[config.mk]
export PLATFORM = sky130hd
export DESIGN_NAME = pulse_counter
export DESIGN_NICKNAME = d
export VERILOG_FILES = /design/src/count_pkg.sv /design/src/sync_if.sv /design/src/input_sync.sv /design/src/pulse_counter.sv
export SDC_FILE = /design/constraint.sdc
export NUM_CORES = 1
export LEC_CHECK = 0
export BUFFER_PORTS_ARGS = -buffer_cell sky130_fd_sc_hd__buf_2
export CORE_MARGIN = 3
export CORE_UTILIZATION = 40
export DETAILED_ROUTE_END_ITERATION = 16
export PLACE_DENSITY_LB_ADDON = 0.05
export SYNTH_ARGS = -nofsm -noshare
export SYNTH_HDL_FRONTEND = slang
export SYNTH_HIERARCHICAL = 1
export SYNTH_SLANG_ARGS = --single-unit
[constraint.sdc]
create_clock -name ref_clk -period 2.62 [get_ports ref_clk]
set_input_delay 0.393 -clock ref_clk [delete_from_list [all_inputs] [get_ports ref_clk]]
set_output_delay 0.393 -clock ref_clk [all_outputs]
set_load 0.02 [all_outputs]
[src/count_pkg.sv]
package count_pkg;
   localparam int CNT_W = 16;
   localparam logic [15:0] CNT_RST = 16'h0000;
   localparam logic [15:0] PRE_RST = 16'h0000;
   localparam logic [15:0] CNT_MAX = 16'h7fff;
   localparam logic [15:0] CNT_MIN = 16'h8000;
   localparam logic [15:0] CNT_NEG1 = 16'hffff;
   localparam logic [15:0] CNT_ZERO = 16'h0000;
   localparam int SYNC_STAGES = 3;
   localparam int CLK_HZ = 20000000;
   localparam int MAX_PULSE_HZ = 10000;
   localparam int MIN_PULSE_CYC = CLK_HZ / MAX_PULSE_HZ;
endpackage : count_pkg

[src/sync_if.sv]
`timescale 1ns/1ps
interface sync_if;
   logic pulse_raw;
   logic enable_raw;
   logic pulse_rise;
   logic enable_lvl;
   modport filt (input pulse_raw, input enable_raw, output pulse_rise, output enable_lvl);
   modport core (output pulse_raw, output enable_raw, input pulse_rise, input enable_lvl);
endinterface : sync_if

[src/input_sync.sv]
`timescale 1ns/1ps
module input_sync (
   // Clock and reset
   input wire logic ref_clk,
   input wire logic nrst,
   // Synchronised pins
   sync_if.filt sif
);
   import count_pkg::*;

   logic [SYNC_STAGES-1:0] pulse_sh_q;
   logic [SYNC_STAGES-1:0] en_sh_q;
   logic pulse_lvl_q;
   logic en_lvl_q;
   wire pulse_agree;
   wire en_agree;

   // Stage 0 feeds only stage 1; stages 1 and 2 must agree
   assign pulse_agree = (pulse_sh_q[1] == pulse_sh_q[2]);
   assign en_agree = (en_sh_q[1] == en_sh_q[2]);
   assign sif.pulse_rise = pulse_agree && pulse_sh_q[2] && !pulse_lvl_q;
   assign sif.enable_lvl = en_lvl_q;

   always_ff @(posedge ref_clk or negedge nrst) begin
      if (!nrst) begin
         pulse_sh_q <= '0;
         en_sh_q <= '0;
         pulse_lvl_q <= 1'b0;
         en_lvl_q <= 1'b0;
      end else begin
         pulse_sh_q <= {pulse_sh_q[1:0], sif.pulse_raw};
         en_sh_q <= {en_sh_q[1:0], sif.enable_raw};
         if (pulse_agree) pulse_lvl_q <= pulse_sh_q[2];
         if (en_agree) en_lvl_q <= en_sh_q[2];
      end
   end

   property p_one_rise;
      @(posedge ref_clk) disable iff (!nrst)
      sif.pulse_rise |=> !sif.pulse_rise;
   endproperty
   a_one_rise: assert property (p_one_rise)
      else $error("pulse edge reported twice");

   // Pin must have been high at the two samples that the filter compares
   property p_rise_high;
      @(posedge ref_clk) disable iff (!nrst)
      sif.pulse_rise |-> $past(sif.pulse_raw, 2) && $past(sif.pulse_raw, 3);
   endproperty
   a_rise_high: assert property (p_rise_high)
      else $error("edge reported without the pin high");
endmodule : input_sync

[src/pulse_counter.sv]
`timescale 1ns/1ps
// Operation
// - While enabled, each counted pulse adds one, starting from last loaded value.
// - Count 7FFF plus one pulse wraps to 8000 and continues upward.
// - Zero-crossing flag rises only on the step from minus one to zero.
// - External mode routes enable pin to gate and drives the zero-cross pin.
// - Preload request copies the preload value into the counter.
// - Counting continues until disabled or reloaded; no stop or saturation.
// - Any signed 16-bit start value is accepted, including 8000.
// - Start value one gives zero crossing after 65535 pulses.
// - Counter, preload value and readable count are sixteen bits.
// - Only rising pulse edges count; falling edges change nothing.
// - Mode clear: software enable gates; mode set: external enable gates.
// - Loading the counter clears the zero-crossing flag.
// - Current count is readable at any time without disturbing counting.
module pulse_counter (
   // Clock and reset
   input wire logic ref_clk,
   input wire logic nrst,
   // Pins
   input wire logic pulse_pin,
   input wire logic enable_pin,
   output logic zero_cross_pin,
   // Program control
   input wire logic sw_enable,
   input wire logic ext_mode,
   input wire logic preload_req,
   input wire logic preload_wr,
   input wire logic [count_pkg::CNT_W-1:0] preload_wdata,
   // Program status
   output logic [count_pkg::CNT_W-1:0] preload_value,
   output logic [count_pkg::CNT_W-1:0] count_value,
   output logic zero_cross
);
   import count_pkg::*;

   sync_if sif ();

   logic [CNT_W-1:0] cnt_q;
   logic [CNT_W-1:0] cnt_d;
   logic [CNT_W-1:0] pre_q;
   logic zc_q;
   logic zc_d;
   logic zc_pin_q;
   logic zc_pin_d;
   wire gate;
   wire step;
   wire crossing;
   logic [CNT_W:0] steps_q;
   logic [CNT_W:0] steps_d;
   logic [CNT_W-1:0] start_q;
   logic [CNT_W-1:0] start_d;

   input_sync u_sync (
      .ref_clk(ref_clk),
      .nrst(nrst),
      .sif(sif)
   );

   assign sif.pulse_raw = pulse_pin;
   assign sif.enable_raw = enable_pin;

   assign gate = ext_mode ? sif.enable_lvl : sw_enable;
   assign step = gate && sif.pulse_rise && !preload_req;
   assign crossing = step && (cnt_q == CNT_NEG1);
   // Plain add wraps 7FFF to 8000 with no saturation
   assign cnt_d = preload_req ? pre_q : (step ? cnt_q + 16'h0001 : cnt_q);
   // Load clears the flag; a crossing in that cycle is void since no count happens
   assign zc_d = preload_req ? 1'b0 : (crossing ? 1'b1 : zc_q);
   assign zc_pin_d = ext_mode ? zc_d : 1'b0;
   // Assertion bookkeeping only: start value and steps taken since the last load
   assign start_d = preload_req ? pre_q : start_q;
   assign steps_d = preload_req ? '0 : (step ? steps_q + 17'h0_0001 : steps_q);

   always_ff @(posedge ref_clk or negedge nrst) begin
      if (!nrst) begin
         cnt_q <= CNT_RST;
      end else begin
         cnt_q <= cnt_d;
      end
   end

   always_ff @(posedge ref_clk or negedge nrst) begin
      if (!nrst) begin
         pre_q <= PRE_RST;
      end else if (preload_wr) begin
         pre_q <= preload_wdata;
      end
   end

   always_ff @(posedge ref_clk or negedge nrst) begin
      if (!nrst) begin
         zc_q <= 1'b0;
      end else begin
         zc_q <= zc_d;
      end
   end

   always_ff @(posedge ref_clk or negedge nrst) begin
      if (!nrst) begin
         zc_pin_q <= 1'b0;
      end else begin
         zc_pin_q <= zc_pin_d;
      end
   end

   // Reset counts as a load of the reset value
   always_ff @(posedge ref_clk or negedge nrst) begin
      if (!nrst) begin
         start_q <= CNT_RST;
         steps_q <= '0;
      end else begin
         start_q <= start_d;
         steps_q <= steps_d;
      end
   end

   assign count_value = cnt_q;
   assign preload_value = pre_q;
   assign zero_cross = zc_q;
   assign zero_cross_pin = zc_pin_q;

   // Datapath: one step per counted edge, plain wrap, load wins
   property p_inc;
      @(posedge ref_clk) disable iff (!nrst)
      step |=> cnt_q == $past(cnt_q) + 16'h0001;
   endproperty
   a_inc: assert property (p_inc)
      else $error("counter did not advance by one");

   property p_wrap;
      @(posedge ref_clk) disable iff (!nrst)
      step && cnt_q == CNT_MAX |=> cnt_q == CNT_MIN;
   endproperty
   a_wrap: assert property (p_wrap)
      else $error("counter did not wrap to 8000");

   property p_load;
      @(posedge ref_clk) disable iff (!nrst)
      preload_req |=> cnt_q == $past(pre_q);
   endproperty
   a_load: assert property (p_load)
      else $error("preload not copied");

   property p_hold;
      @(posedge ref_clk) disable iff (!nrst)
      !gate && !preload_req |=> cnt_q == $past(cnt_q);
   endproperty
   a_hold: assert property (p_hold)
      else $error("count changed while disabled");

   // First crossing after a load needs exactly the span from start value to zero
   property p_cross_count;
      @(posedge ref_clk) disable iff (!nrst)
      crossing && !zc_q |-> steps_q == {1'b0, CNT_NEG1} - {1'b0, start_q};
   endproperty
   a_cross_count: assert property (p_cross_count)
      else $error("zero cross after wrong number of pulses");

   // Flag: set only by the minus one to zero step, cleared only by a load
   property p_zc_set;
      @(posedge ref_clk) disable iff (!nrst)
      $rose(zc_q) |-> $past(cnt_q) == CNT_NEG1 && cnt_q == CNT_ZERO;
   endproperty
   a_zc_set: assert property (p_zc_set)
      else $error("zero cross flag rose at wrong step");

   property p_flag_steady;
      @(posedge ref_clk) disable iff (!nrst)
      !preload_req && cnt_q != CNT_NEG1 |=> zc_q == $past(zc_q);
   endproperty
   a_flag_steady: assert property (p_flag_steady)
      else $error("zero cross flag changed away from a crossing");

   property p_clear;
      @(posedge ref_clk) disable iff (!nrst)
      preload_req |=> !zc_q;
   endproperty
   a_clear: assert property (p_clear)
      else $error("load did not clear zero cross");

   // Gating
   property p_gate;
      @(posedge ref_clk) disable iff (!nrst)
      ext_mode && !sif.enable_lvl && !preload_req |=> cnt_q == $past(cnt_q);
   endproperty
   a_gate: assert property (p_gate)
      else $error("software enable not ignored in external mode");

   property p_sw_gate;
      @(posedge ref_clk) disable iff (!nrst)
      !ext_mode && !sw_enable && !preload_req |=> cnt_q == $past(cnt_q);
   endproperty
   a_sw_gate: assert property (p_sw_gate)
      else $error("count changed with software enable low");

   property p_ext_gate;
      @(posedge ref_clk) disable iff (!nrst)
      ext_mode && sif.enable_lvl && sif.pulse_rise && !preload_req |=> cnt_q == $past(cnt_q) + 16'h0001;
   endproperty
   a_ext_gate: assert property (p_ext_gate)
      else $error("external enable did not gate counting");

   // Zero cross pin
   property p_pin;
      @(posedge ref_clk) disable iff (!nrst)
      !ext_mode |=> !zero_cross_pin;
   endproperty
   a_pin: assert property (p_pin)
      else $error("zero cross pin driven outside external mode");

   property p_pin_follow;
      @(posedge ref_clk) disable iff (!nrst)
      ext_mode |=> zero_cross_pin == zero_cross;
   endproperty
   a_pin_follow: assert property (p_pin_follow)
      else $error("zero cross pin does not follow flag");

   // Preload word
   property p_pre_wr;
      @(posedge ref_clk) disable iff (!nrst)
      preload_wr |=> pre_q == $past(preload_wdata);
   endproperty
   a_pre_wr: assert property (p_pre_wr)
      else $error("preload word not stored");

   property p_pre_keep;
      @(posedge ref_clk) disable iff (!nrst)
      !preload_wr |=> pre_q == $past(pre_q);
   endproperty
   a_pre_keep: assert property (p_pre_keep)
      else $error("preload word changed without a write");
endmodule : pulse_counter

==> results of run 1 <==
## cells in the final DEF (no fill, tap or decap)
cell type / instances
nor3_1: 5
mux2_2: 18
nor2b_1: 6
buf_2: 57
dfrtp_1: 42
nand3_1: 11
nor2_1: 5
and3_1: 1
bufinv_16: 1
nor4_4: 1
clkbuf_1: 2
clkbuf_8: 5
a211o_1: 1
inv_1: 1
a221o_1: 1
mux2i_2: 1
nor4b_1: 2
mux2_4: 1
mux2i_1: 6
nor4_1: 4
nor3b_1: 2
nand2_1: 20
ha_1: 2
a22oi_1: 2
xnor2_1: 4
a31oi_1: 1
nand4_1: 4
maj3_2: 1
o21ai_0: 11
xor2_1: 4
## cells in the mapped netlist (2+ instances only)
cell type	count
nor4_1	4
nand2_1	20
dfrtp_1	42
xnor2_1	4
mux2i_1	6
ha_1	2
a22oi_1	2
nor2b_1	6
clkbuf_1	5
nor4b_1	2
mux2_2	18
nor3b_1	2
nand4_1	4
nand3_1	11
nor3_1	5
nor2_1	5
o21ai_0	11
xor2_1	4
## worst min path at each step
stage                                      end  depth (start not counted)
final                     u_sync/pulse_sh_q[0]                          1
after global routing      u_sync/pulse_sh_q[0]                          1
after CTS                 u_sync/pulse_sh_q[0]                          1
after detailed placement  u_sync/pulse_sh_q[1]                          0
after global placement       u_sync/en_sh_q[1]                          0
after floorplan                 count_value[0]                          0
## cells by family (layout without fill, tap and decap cells)
group / Yosys count / in the layout / share of synthesized area
adder cells (fa/ha/maj): 3 / 3 / 0.0192
AND/OR/NAND/NOR: 61 / 61 / 0.170
AO/OA/AOI/OAI: 16 / 16 / 0.0503
multiplexers: 26 / 26 / 0.154
buffers and inverters: 7 / 66 / 0.0139
flip-flops: 42 / 42 / 0.556
XOR/XNOR: 8 / 8 / 0.0370
## flip-flops by register name (all words and copies together), names as in the netlist
name	flops
count_value	16
preload_value	16
u_sync/en_sh_q	3
u_sync/pulse_lvl_q	1
u_sync/pulse_sh_q	3
u_sync/sif.enable_lvl	1
zero_cross	1
zero_cross_pin	1
## report_power, final
group	total (mW)	leakage (nW)	switching, mW	internal (mW)
Combinational	0.310	0.497	0.184	0.127
Clock	0.489	0.0524	0.204	0.285
Sequential	0.787	0.497	0.0717	0.715
## final cells by class
cell class                      instances  area [µm²]  share of cell area
Multi-Input combinational cell        114         815               0.350
Timing Repair Buffer                   57         285               0.123
Clock inverter                          1        30.0              0.0129
Sequential cell                        42        1050               0.452
Tap cell                               52        65.1              0.0280
Clock buffer                            7        76.3              0.0328
Inverter                                1        3.75             0.00161
## stage by stage
| stage | instance area [µm²] | hold slack, ns | power [mW] | worst slack (ns) | util |
|---|---|---|---|---|---|
| floorplan | 1890 | 0.0974 | 0.984 | 0.816 | - |
| CTS | 2330 | 0.195 | 1.61 | 0.545 | 0.520 |
| global placement | 2220 | 0.346 | 1.10 | 0.637 | 0.496 |
| global route | 2330 | 0.183 | 1.67 | 0.354 | 0.520 |
| detailed placement | 2220 | 0.345 | 1.11 | 0.572 | 0.496 |
| finish | 2330 | 0.201 | 1.59 | 0.556 | 0.520 |
## layer usage
| metal | global-route usage | vias to the layer above |
|---|---|---|
| met2 | 0.256 | 49 |
| met3 | 0.0441 | 7 |
| met5 | 0 | - |
| li1 | - | 698 |
| met1 | 0.207 | 679 |
| met4 | 0.0474 | 0 |
==> results.txt, run 1 <==
status - finished, final reports clean
cell count after synthesis - 163
clock root buffer - clkbuf_8
CP startpoint - u_sync/pulse_sh_q[1]
WS Path Type - flip-flop to flip-flop
largest net degree at the start of global routing - 43
Port Buf Inserts - 57
Post-Syn Area - 0.00189 mm²
critical path's slowest cell - nor4_4
initial antenna violation count - 0
Nets - 247
max-cap check violation count - 0
Min-Delay Startpoint - pulse_pin
WL/cell - 14.9 µm
Worst Path Buf+Inv - 0
DIE AREA - 0.00559 mm²
CP Cell Sequence - ha_1 > nor2b_1 > nand3_1 > nor4_4 > nor3b_1 > a221o_1
Initial Utilization - 0.423
flop-to-flop setup slack - 0.56 ns
hold_buf cts - 0
global-route wire length before repair - 6640 µm
fill count - 412
reg2reg end - count_value[7]
crit start category - flip-flop
global-route usage over all layers - 0.158
Final ANT Viol Nets - 0
Synth top area share - 0.556
Critical R2R Launch - u_sync/pulse_sh_q[1]
antenna cell count - 0
highest routed layer - met4
CTS Sinks - 42
vias in the first global route - 1,381
CP endpoint - count_value[7]
Synth area leaders - dfrtp_1 56%, mux2_2 11%, nand2_1 4.0%
routed wire length - 4080 µm
CP endpoint kind - flip-flop
Met1 Routed Length - 1820 µm
critical path depth - 6
CTS H-tree depth - 2
fin crit share - 0.788
Top delay family on crit path - simple AND/OR/NAND/NOR gates
vias post-DR - 1,433
drt pass-1 iters - 4
Setup Buffers After CTS - 0
Syn Nets - 189
number of vias per cell - 5.23
sequential area share after synthesis - 0.556
Post-CTS Resized - 0
synth unique cells - 28
final worst path period need - 2.06 ns
Congestion Overflow GR - 0
Syn. warnings - 6
Post-synth EDFFs - 0
Worst Tran Pin Value - 0.921 ns
num rows - 24
total CTS buffers - 5
Met2 Wirelength - 1920 µm
Post-Layout Cell Count - 274
wire length on met3 - 295 µm
chip height - 74.8 µm
Layout area overhead - 22.9%
deepest clock path buffer count - 2
syn_area_per_cell - 11.6 µm²
Max Freq - 0.484 GHz
initial DRC count - 57
Post-route DRC - 0
maximum vdd drop - 315 µV
die width - 74.8 µm
Core ar. - 0.00447 mm²
Primary FF master, synth - dfrtp_1
Req. time, crit path - 2.79 ns
gpl congestion - 0.750
area leader, netlist - dfrtp_1
placed cell count - 266
unrepaired setup endpoints after global routing - false
Clock transition at path regs - 0.08 ns
Final Hold Fails - 0
Detail Placement HPWL - 2960 µm
asr flop ratio synth - 1.00
CTS tree - yes
Slew HR - 0.386
setup total negative slack - 0 ns
IO Pins - 58
class of the worst hold path - primary input to flip-flop
cell depth of the worst flop-to-flop path - 6
share of layout cells above drive strength 1 - 0.383
post-synthesis register bit count - 42
fin. max-slew vios - 0
worst skew pair latency - 0.29 ns
CP peak stage delay - 0.51 ns
static leakage - 1.05 nW
Power Dens Cells - 682 mW/mm²
CP max FO - 6
WP data arrival - 2.24 ns
Setup Skew - 0.00603 ns
Final Setup Violations - 0
Power figures use the tool's default switching activity.
==> run 2: changes to the inputs <==
==> constraint.sdc (replaced) <==
create_clock -name ref_clk -period 1.8 [get_ports ref_clk]
set_input_delay 0.27 -clock ref_clk [delete_from_list [all_inputs] [get_ports ref_clk]]
set_output_delay 0.27 -clock ref_clk [all_outputs]
set_load 0.02 [all_outputs]
==> run 2 against run 1 <==
Effect of this change: flip-flop and latch count stayed put; global-route usage rose by 0.50 points; core utilization rose by 1.3 points; sequential power increased by 45%; clock skew fell by 0.0010 ns; largest power group unchanged; highest routed layer unchanged.
==> results.txt, run 2 (synthesis gave the netlist of run 1 again) <==
Max Freq - 0.599 GHz (was 0.484 GHz)
final worst path period need - 1.67 ns (was 2.06 ns)
number of vias per cell - 5.10 (was 5.23)
Worst Tran Pin Value - 0.548 ns (was 0.921 ns)
routed wire length - 4030 µm (was 4080 µm)
Setup Skew - 0.00502 ns (was 0.00603 ns)
cell depth of the worst flop-to-flop path - 8 (was 6)
WL/cell - 14.4 µm (was 14.9 µm)
sequential fraction of design power - 0.499 (was 0.496)
antenna cell count - 0 (unchanged)
worst skew pair latency - 0.29 ns (about the same)
DIE AREA - 0.00559 mm² (unchanged)
CP max FO - 6 (unchanged)
IO Pins - 58 (unchanged)
status - finished, final reports clean (unchanged)
CTS H-tree depth - 2 (unchanged)
Logic pwr share - 0.200 (was 0.196)
maximum vdd drop - 463 µV (was 315 µV)
switching power of the nets - 0.674 mW (was 0.460 mW)
clock root buffer - clkbuf_8 (unchanged)
Power, Total - 2.29 mW (was 1.59 mW)
Met1 Routed Length - 1900 µm (was 1820 µm)
chip height - 74.8 µm (unchanged)
Final Hold Fails - 0 (unchanged)
most frequent cells in the layout - 57 x buf_2, 42 x dfrtp_1, 20 x nand2_1, 18 x mux2_2 (unchanged)
Nets - 252 (was 247)
CTS Sinks - 42 (unchanged)
vias post-DR - 1,423 (was 1,433)
Final ANT Viol Nets - 0 (unchanged)
deepest clock path buffer count - 2 (unchanged)
CTS tree - yes (unchanged)
Layout area overhead - 26.1% (was 22.9%)
Setup Buffers After CTS - 0 (unchanged)
die width - 74.8 µm (unchanged)
num rows - 24 (unchanged)
fin crit share - 0.928 (was 0.788)
Congestion Overflow GR - 0 (unchanged)
fin. max-slew vios - 0 (unchanged)
vias in the first global route - 1,427 (was 1,381)
Worst Path Buf+Inv - 2 (was 0)
CP peak stage delay - 0.37 ns (was 0.51 ns)
Initial Utilization - 0.423 (unchanged)
Final Setup Violations - 0 (unchanged)
unrepaired setup endpoints after global routing - false (unchanged)
Clk network pwr share - 0.301 (was 0.308)
class of the worst hold path - primary input to async pin (was primary input to flip-flop)
initial antenna violation count - 0 (unchanged)
Power Dens Cells - 961 mW/mm² (was 682 mW/mm²)
largest net degree at the start of global routing - 43 (unchanged)
WP data arrival - 1.85 ns (was 2.24 ns)
Detail Placement HPWL - 2960 µm (about the same)
global-route wire length before repair - 6730 µm (was 6640 µm)
Slew HR - 0.628 (was 0.386)
initial DRC count - 59 (was 57)
drt pass-1 iters - 4 (unchanged)
crit start category - flip-flop (unchanged)
global-route usage over all layers - 0.163 (was 0.158)
wire length on met3 - 223 µm (was 295 µm)
Port Buf Inserts - 57 (unchanged)
Post-route DRC - 0 (unchanged)
flop-to-flop setup slack - 0.13 ns (was 0.56 ns)
gpl congestion - 0.736 (was 0.750)
static leakage - 1.08 nW (was 1.05 nW)
max-cap check violation count - 0 (unchanged)
Core ar. - 0.00447 mm² (unchanged)
CP Cell Sequence - ha_1 > nor2b_2 > nand3_1 > buf_4 > nor4_4 > buf_6 > nor3b_1 > a221o_1 (was ha_1 > nor2b_1 > nand3_1 > nor4_4 > nor3b_1 > a221o_1)
CP endpoint kind - flip-flop (unchanged)
most common cell after layout, fill and taps aside - buf_2 (unchanged)
Critical R2R Launch - u_sync/pulse_sh_q[1] (unchanged)
setup total negative slack - 0 ns (unchanged)
Int Pwr - 1.62 mW (was 1.13 mW)
critical path's slowest cell - dfrtp_1 (was nor4_4)
total CTS buffers - 5 (unchanged)
WS Path Type - flip-flop to flip-flop (unchanged)
highest routed layer - met4 (unchanged)
Top delay family on crit path - simple AND/OR/NAND/NOR gates (unchanged)
Req. time, crit path - 1.98 ns (was 2.79 ns)
Met2 Wirelength - 1850 µm (was 1920 µm)
Net Sw Frac - 0.294 (was 0.290)
Clock transition at path regs - 0.08 ns (about the same)
reg2reg end - count_value[7] (unchanged)
share of layout cells above drive strength 1 - 0.419 (was 0.383)
run 2: cell types whose count changed in the layout (fill, tap and decap cells not counted), sizes merged:
cell    delta
bufinv     -1
buf        +5
clkbuf     +1
run 2: repair_timing:
item,in CTS,in global routing
endpoints found under the setup margin,0,9
hold buffers,0,0
resized for setup,0,4
run 2: area by class of cell:
class / count / area (µm²)
multi-input cells: 114 / 828
repair buffers: 62 / 327
clock buffers: 8 / 110
fillers: 431 / 2090
inverters: 1 / 3.75
flip-flops and latches: 42 / 1050
well taps: 52 / 65.1
run 2: how the worst max path moves through the flow:
stage	from	to	slack, ns	cells after the start
floorplan	u_sync/pulse_sh_q[1]	count_value[5]	0.04	6
global placement	u_sync/pulse_sh_q[2]	zero_cross_pin	0.12	7
detailed placement	u_sync/pulse_sh_q[2]	count_value[7]	0.11	8
CTS	u_sync/pulse_sh_q[1]	zero_cross_pin	0.07	7
global route	u_sync/pulse_sh_q[1]	count_value[7]	0.009	8
finish	u_sync/pulse_sh_q[1]	count_value[7]	0.13	8
run 2: routing by layer:
metal / up-vias / GRT usage
li1: 711 / -
met1: 670 / 0.219
met2: 38 / 0.243
met3: 4 / 0.0547
met4: 0 / 0.0652
met5: - / 0
run 2: through the flow:
step           instances  setup slack [ns]  instance area, µm²  utilization  hold slack (ns)
5_1_grt              279           0.00875                2380        0.533           0.0713
4_1_cts              279            0.0693                2370        0.529           0.0599
3_5_place_dp         271             0.108                2260        0.504            0.339
2_1_floorplan        163            0.0439                1890            -          -0.0256
3_3_place_gp         271             0.124                2260        0.504            0.338
6_report             279             0.130                2380        0.533           0.0446
run 2: worst reg2reg max path: stages (launching register included):
cell	delay (ns)
dfrtp_1	0.37
ha_1	0.14
nor2b_2	0.15
nand3_1	0.10
buf_4	0.17
nor4_4	0.14
buf_6	0.17
nor3b_1	0.05
a221o_1	0.27
run 2: power groups by stage:
| stage | Clock (mW) | Sequential, mW | Combinational (mW) |
|---|---|---|---|
| global placement | 0 | 1.16 | 0.456 |
| global route | 0.762 | 1.16 | 0.511 |
| CTS | 0.715 | 1.14 | 0.466 |
| finish | 0.690 | 1.14 | 0.459 |
| floorplan | 0 | 1.25 | 0.183 |
| detailed placement | 0 | 1.16 | 0.463 |
==> run 3: changes to the inputs <==
--- a/config.mk
+++ b/config.mk
@@ -10,6 +10,7 @@
 export CORE_UTILIZATION = 40
 export DETAILED_ROUTE_END_ITERATION = 16
 export PLACE_DENSITY_LB_ADDON = 0.05
+export RECOVER_POWER = 50
 export SYNTH_ARGS = -nofsm -noshare
 export SYNTH_HDL_FRONTEND = slang
 export SYNTH_HIERARCHICAL = 1
==> constraint.sdc (replaced) <==
create_clock -name ref_clk -period 1.79 [get_ports ref_clk]
set_input_delay 0.2685 -clock ref_clk [delete_from_list [all_inputs] [get_ports ref_clk]]
set_output_delay 0.2685 -clock ref_clk [all_outputs]
set_load 0.02 [all_outputs]
==> run 3 against run 2 <==
Effect of this change: cell area about the same; hold slack gained 0.041 ns; sequential share of layout area about the same; die area unchanged; maximum frequency is essentially flat; non-clock buffer count unchanged; combinational power about the same; cell count stayed put; power up 0.61%; setup slack worse by 0.0084 ns; largest cell class unchanged.
==> results.txt, run 3 (synthesis gave the netlist of run 1 again) <==
Port Buf Inserts - 57 (unchanged)
deepest clock path buffer count - 2 (unchanged)
total CTS buffers - 5 (unchanged)
Setup Skew - 0.00505 ns (was 0.00502 ns)
CTS tree - yes (unchanged)
vias post-DR - 1,421 (was 1,423)
crit start category - flip-flop (unchanged)
static leakage - 1.07 nW (was 1.08 nW)
num rows - 24 (unchanged)
Post-route DRC - 0 (unchanged)
global-route wire length before repair - 6730 µm (unchanged)
Final Hold Fails - 0 (unchanged)
CTS Sinks - 42 (unchanged)
IO Pins - 58 (unchanged)
fin crit share - 0.932 (was 0.928)
status - finished, final reports clean (unchanged)
Worst Tran Pin Value - 1.01 ns (was 0.548 ns)
Core ar. - 0.00447 mm² (unchanged)
gpl congestion - 0.736 (unchanged)
WP data arrival - 1.85 ns (about the same)
DIE AREA - 0.00559 mm² (unchanged)
Max Freq - 0.599 GHz (about the same)
Layout Utilization - 0.533 (about the same)
Congestion Overflow GR - 0 (unchanged)
max-cap check violation count - 0 (unchanged)
die width - 74.8 µm (unchanged)
global-route usage over all layers - 0.163 (unchanged)
chip height - 74.8 µm (unchanged)
routed wire length - 4020 µm (was 4030 µm)
vias in the first global route - 1,427 (unchanged)
fin. max-slew vios - 0 (unchanged)
setup total negative slack - 0 ns (unchanged)
fin area - 0.00239 mm² (was 0.00238 mm²)
drt pass-1 iters - 4 (unchanged)
WS Path Type - flip-flop to flip-flop (unchanged)
maximum vdd drop - 466 µV (was 463 µV)
WL/cell - 14.4 µm (about the same)
most frequent cells in the layout - 56 x buf_2, 42 x dfrtp_1, 20 x nand2_1, 18 x mux2_2, 11 x o21ai_0 (was 57 x buf_2, 42 x dfrtp_1, 20 x nand2_1, 18 x mux2_2)
share of layout cells above drive strength 1 - 0.419 (unchanged)
Detail Placement HPWL - 2960 µm (unchanged)
Clock transition at path regs - 0.08 ns (about the same)
class of the worst hold path - primary input to flip-flop (was primary input to async pin)
CTS H-tree depth - 2 (unchanged)
Power Dens Cells - 967 mW/mm² (was 961 mW/mm²)
placed cell area - 0.00226 mm² (unchanged)
initial DRC count - 59 (unchanged)
CP max FO - 6 (unchanged)
largest net degree at the start of global routing - 43 (unchanged)
Final ANT Viol Nets - 0 (unchanged)
Layout area overhead - 26.1% (about the same)
number of vias per cell - 5.09 (was 5.10)
Power, Total - 2.31 mW (was 2.29 mW)
Slew HR - 0.324 (was 0.628)
final worst path period need - 1.67 ns (about the same)
clock root buffer - clkbuf_8 (unchanged)
antenna cell count - 0 (unchanged)
most common cell after layout, fill and taps aside - buf_2 (unchanged)
Nets - 252 (unchanged)
Final Setup Violations - 0 (unchanged)
Req. time, crit path - 1.97 ns (was 1.98 ns)
initial antenna violation count - 0 (unchanged)
CP endpoint kind - flip-flop (unchanged)
worst skew pair latency - 0.29 ns (about the same)
Initial Utilization - 0.423 (unchanged)
unrepaired setup endpoints after global routing - false (unchanged)
-- run 3: changes by cell type in the layout (fill, tap and decap cells not counted) --
cell      change
clkbuf_2      +1
clkbuf_1      +1
nand3_1       -1
buf_4         -1
nand3_2       +1
buf_2         -1
-- run 3: cell type report --
cell class	count	area, µm²
repair buffers	62	323
fillers	431	2090
flip-flops and latches	42	1050
clock buffers	8	110
well taps	52	65.1
multi-input cells	114	833
inverters	1	3.75
-- run 3: through the flow --
step	instances	setup slack (ns)	hold WS, ns
floorplan	163	0.0339	-0.0271
detailed placement	271	0.0979	0.339
CTS	279	0.0593	0.0584
finish	279	0.122	0.0854
global route	279	0.0194	0.0698
global placement	271	0.114	0.338
-- run 3: worst paths after layout --
path                                       from  cells past startpoint  slack, ns           endpoint
max reg2reg                u_sync/pulse_sh_q[1]                      8       0.12     count_value[7]
min reg2reg                   u_sync/en_sh_q[0]                      0       0.36  u_sync/en_sh_q[1]
min                                  enable_pin                      1       0.09  u_sync/en_sh_q[0]
min in group asynchronous                  nrst                      2       0.23  preload_value[14]
max                        u_sync/pulse_sh_q[1]                      8       0.12     count_value[7]
max in group asynchronous                  nrst                      2       0.94     zero_cross_pin
-- run 3: worst max-delay path: stages (launching register included) --
cell and delay [ns]:
dfrtp_1 0.37, ha_1 0.14, nor2b_2 0.17, nand3_2 0.09
buf_4 0.17, nor4_4 0.14, buf_6 0.17, nor3b_1 0.05
a221o_1 0.27
-- run 3: where the power goes --
group | internal (mW) | switching, mW
registers | 1.05 | 0.104
clock network | 0.389 | 0.305
logic | 0.191 | 0.271
-- run 3: per-layer routing --
layer | share of wire | vias up | track usage | wire length (µm)
met1 | 0.47 | 669 | 0.219 | 1900
li1 | - | 710 | - | -
met5 | 0 | - | 0 | 0
met4 | 0.014 | 0 | 0.0652 | 58
met3 | 0.055 | 4 | 0.0547 | 222
met2 | 0.46 | 38 | 0.243 | 1840
-- run 3: repair_timing --
action | CTS | global route
endpoints found under the setup margin | 0 | 9
hold buffers | 0 | 0
setup buffers | 0 | 0
gates resized for setup | 0 | 5
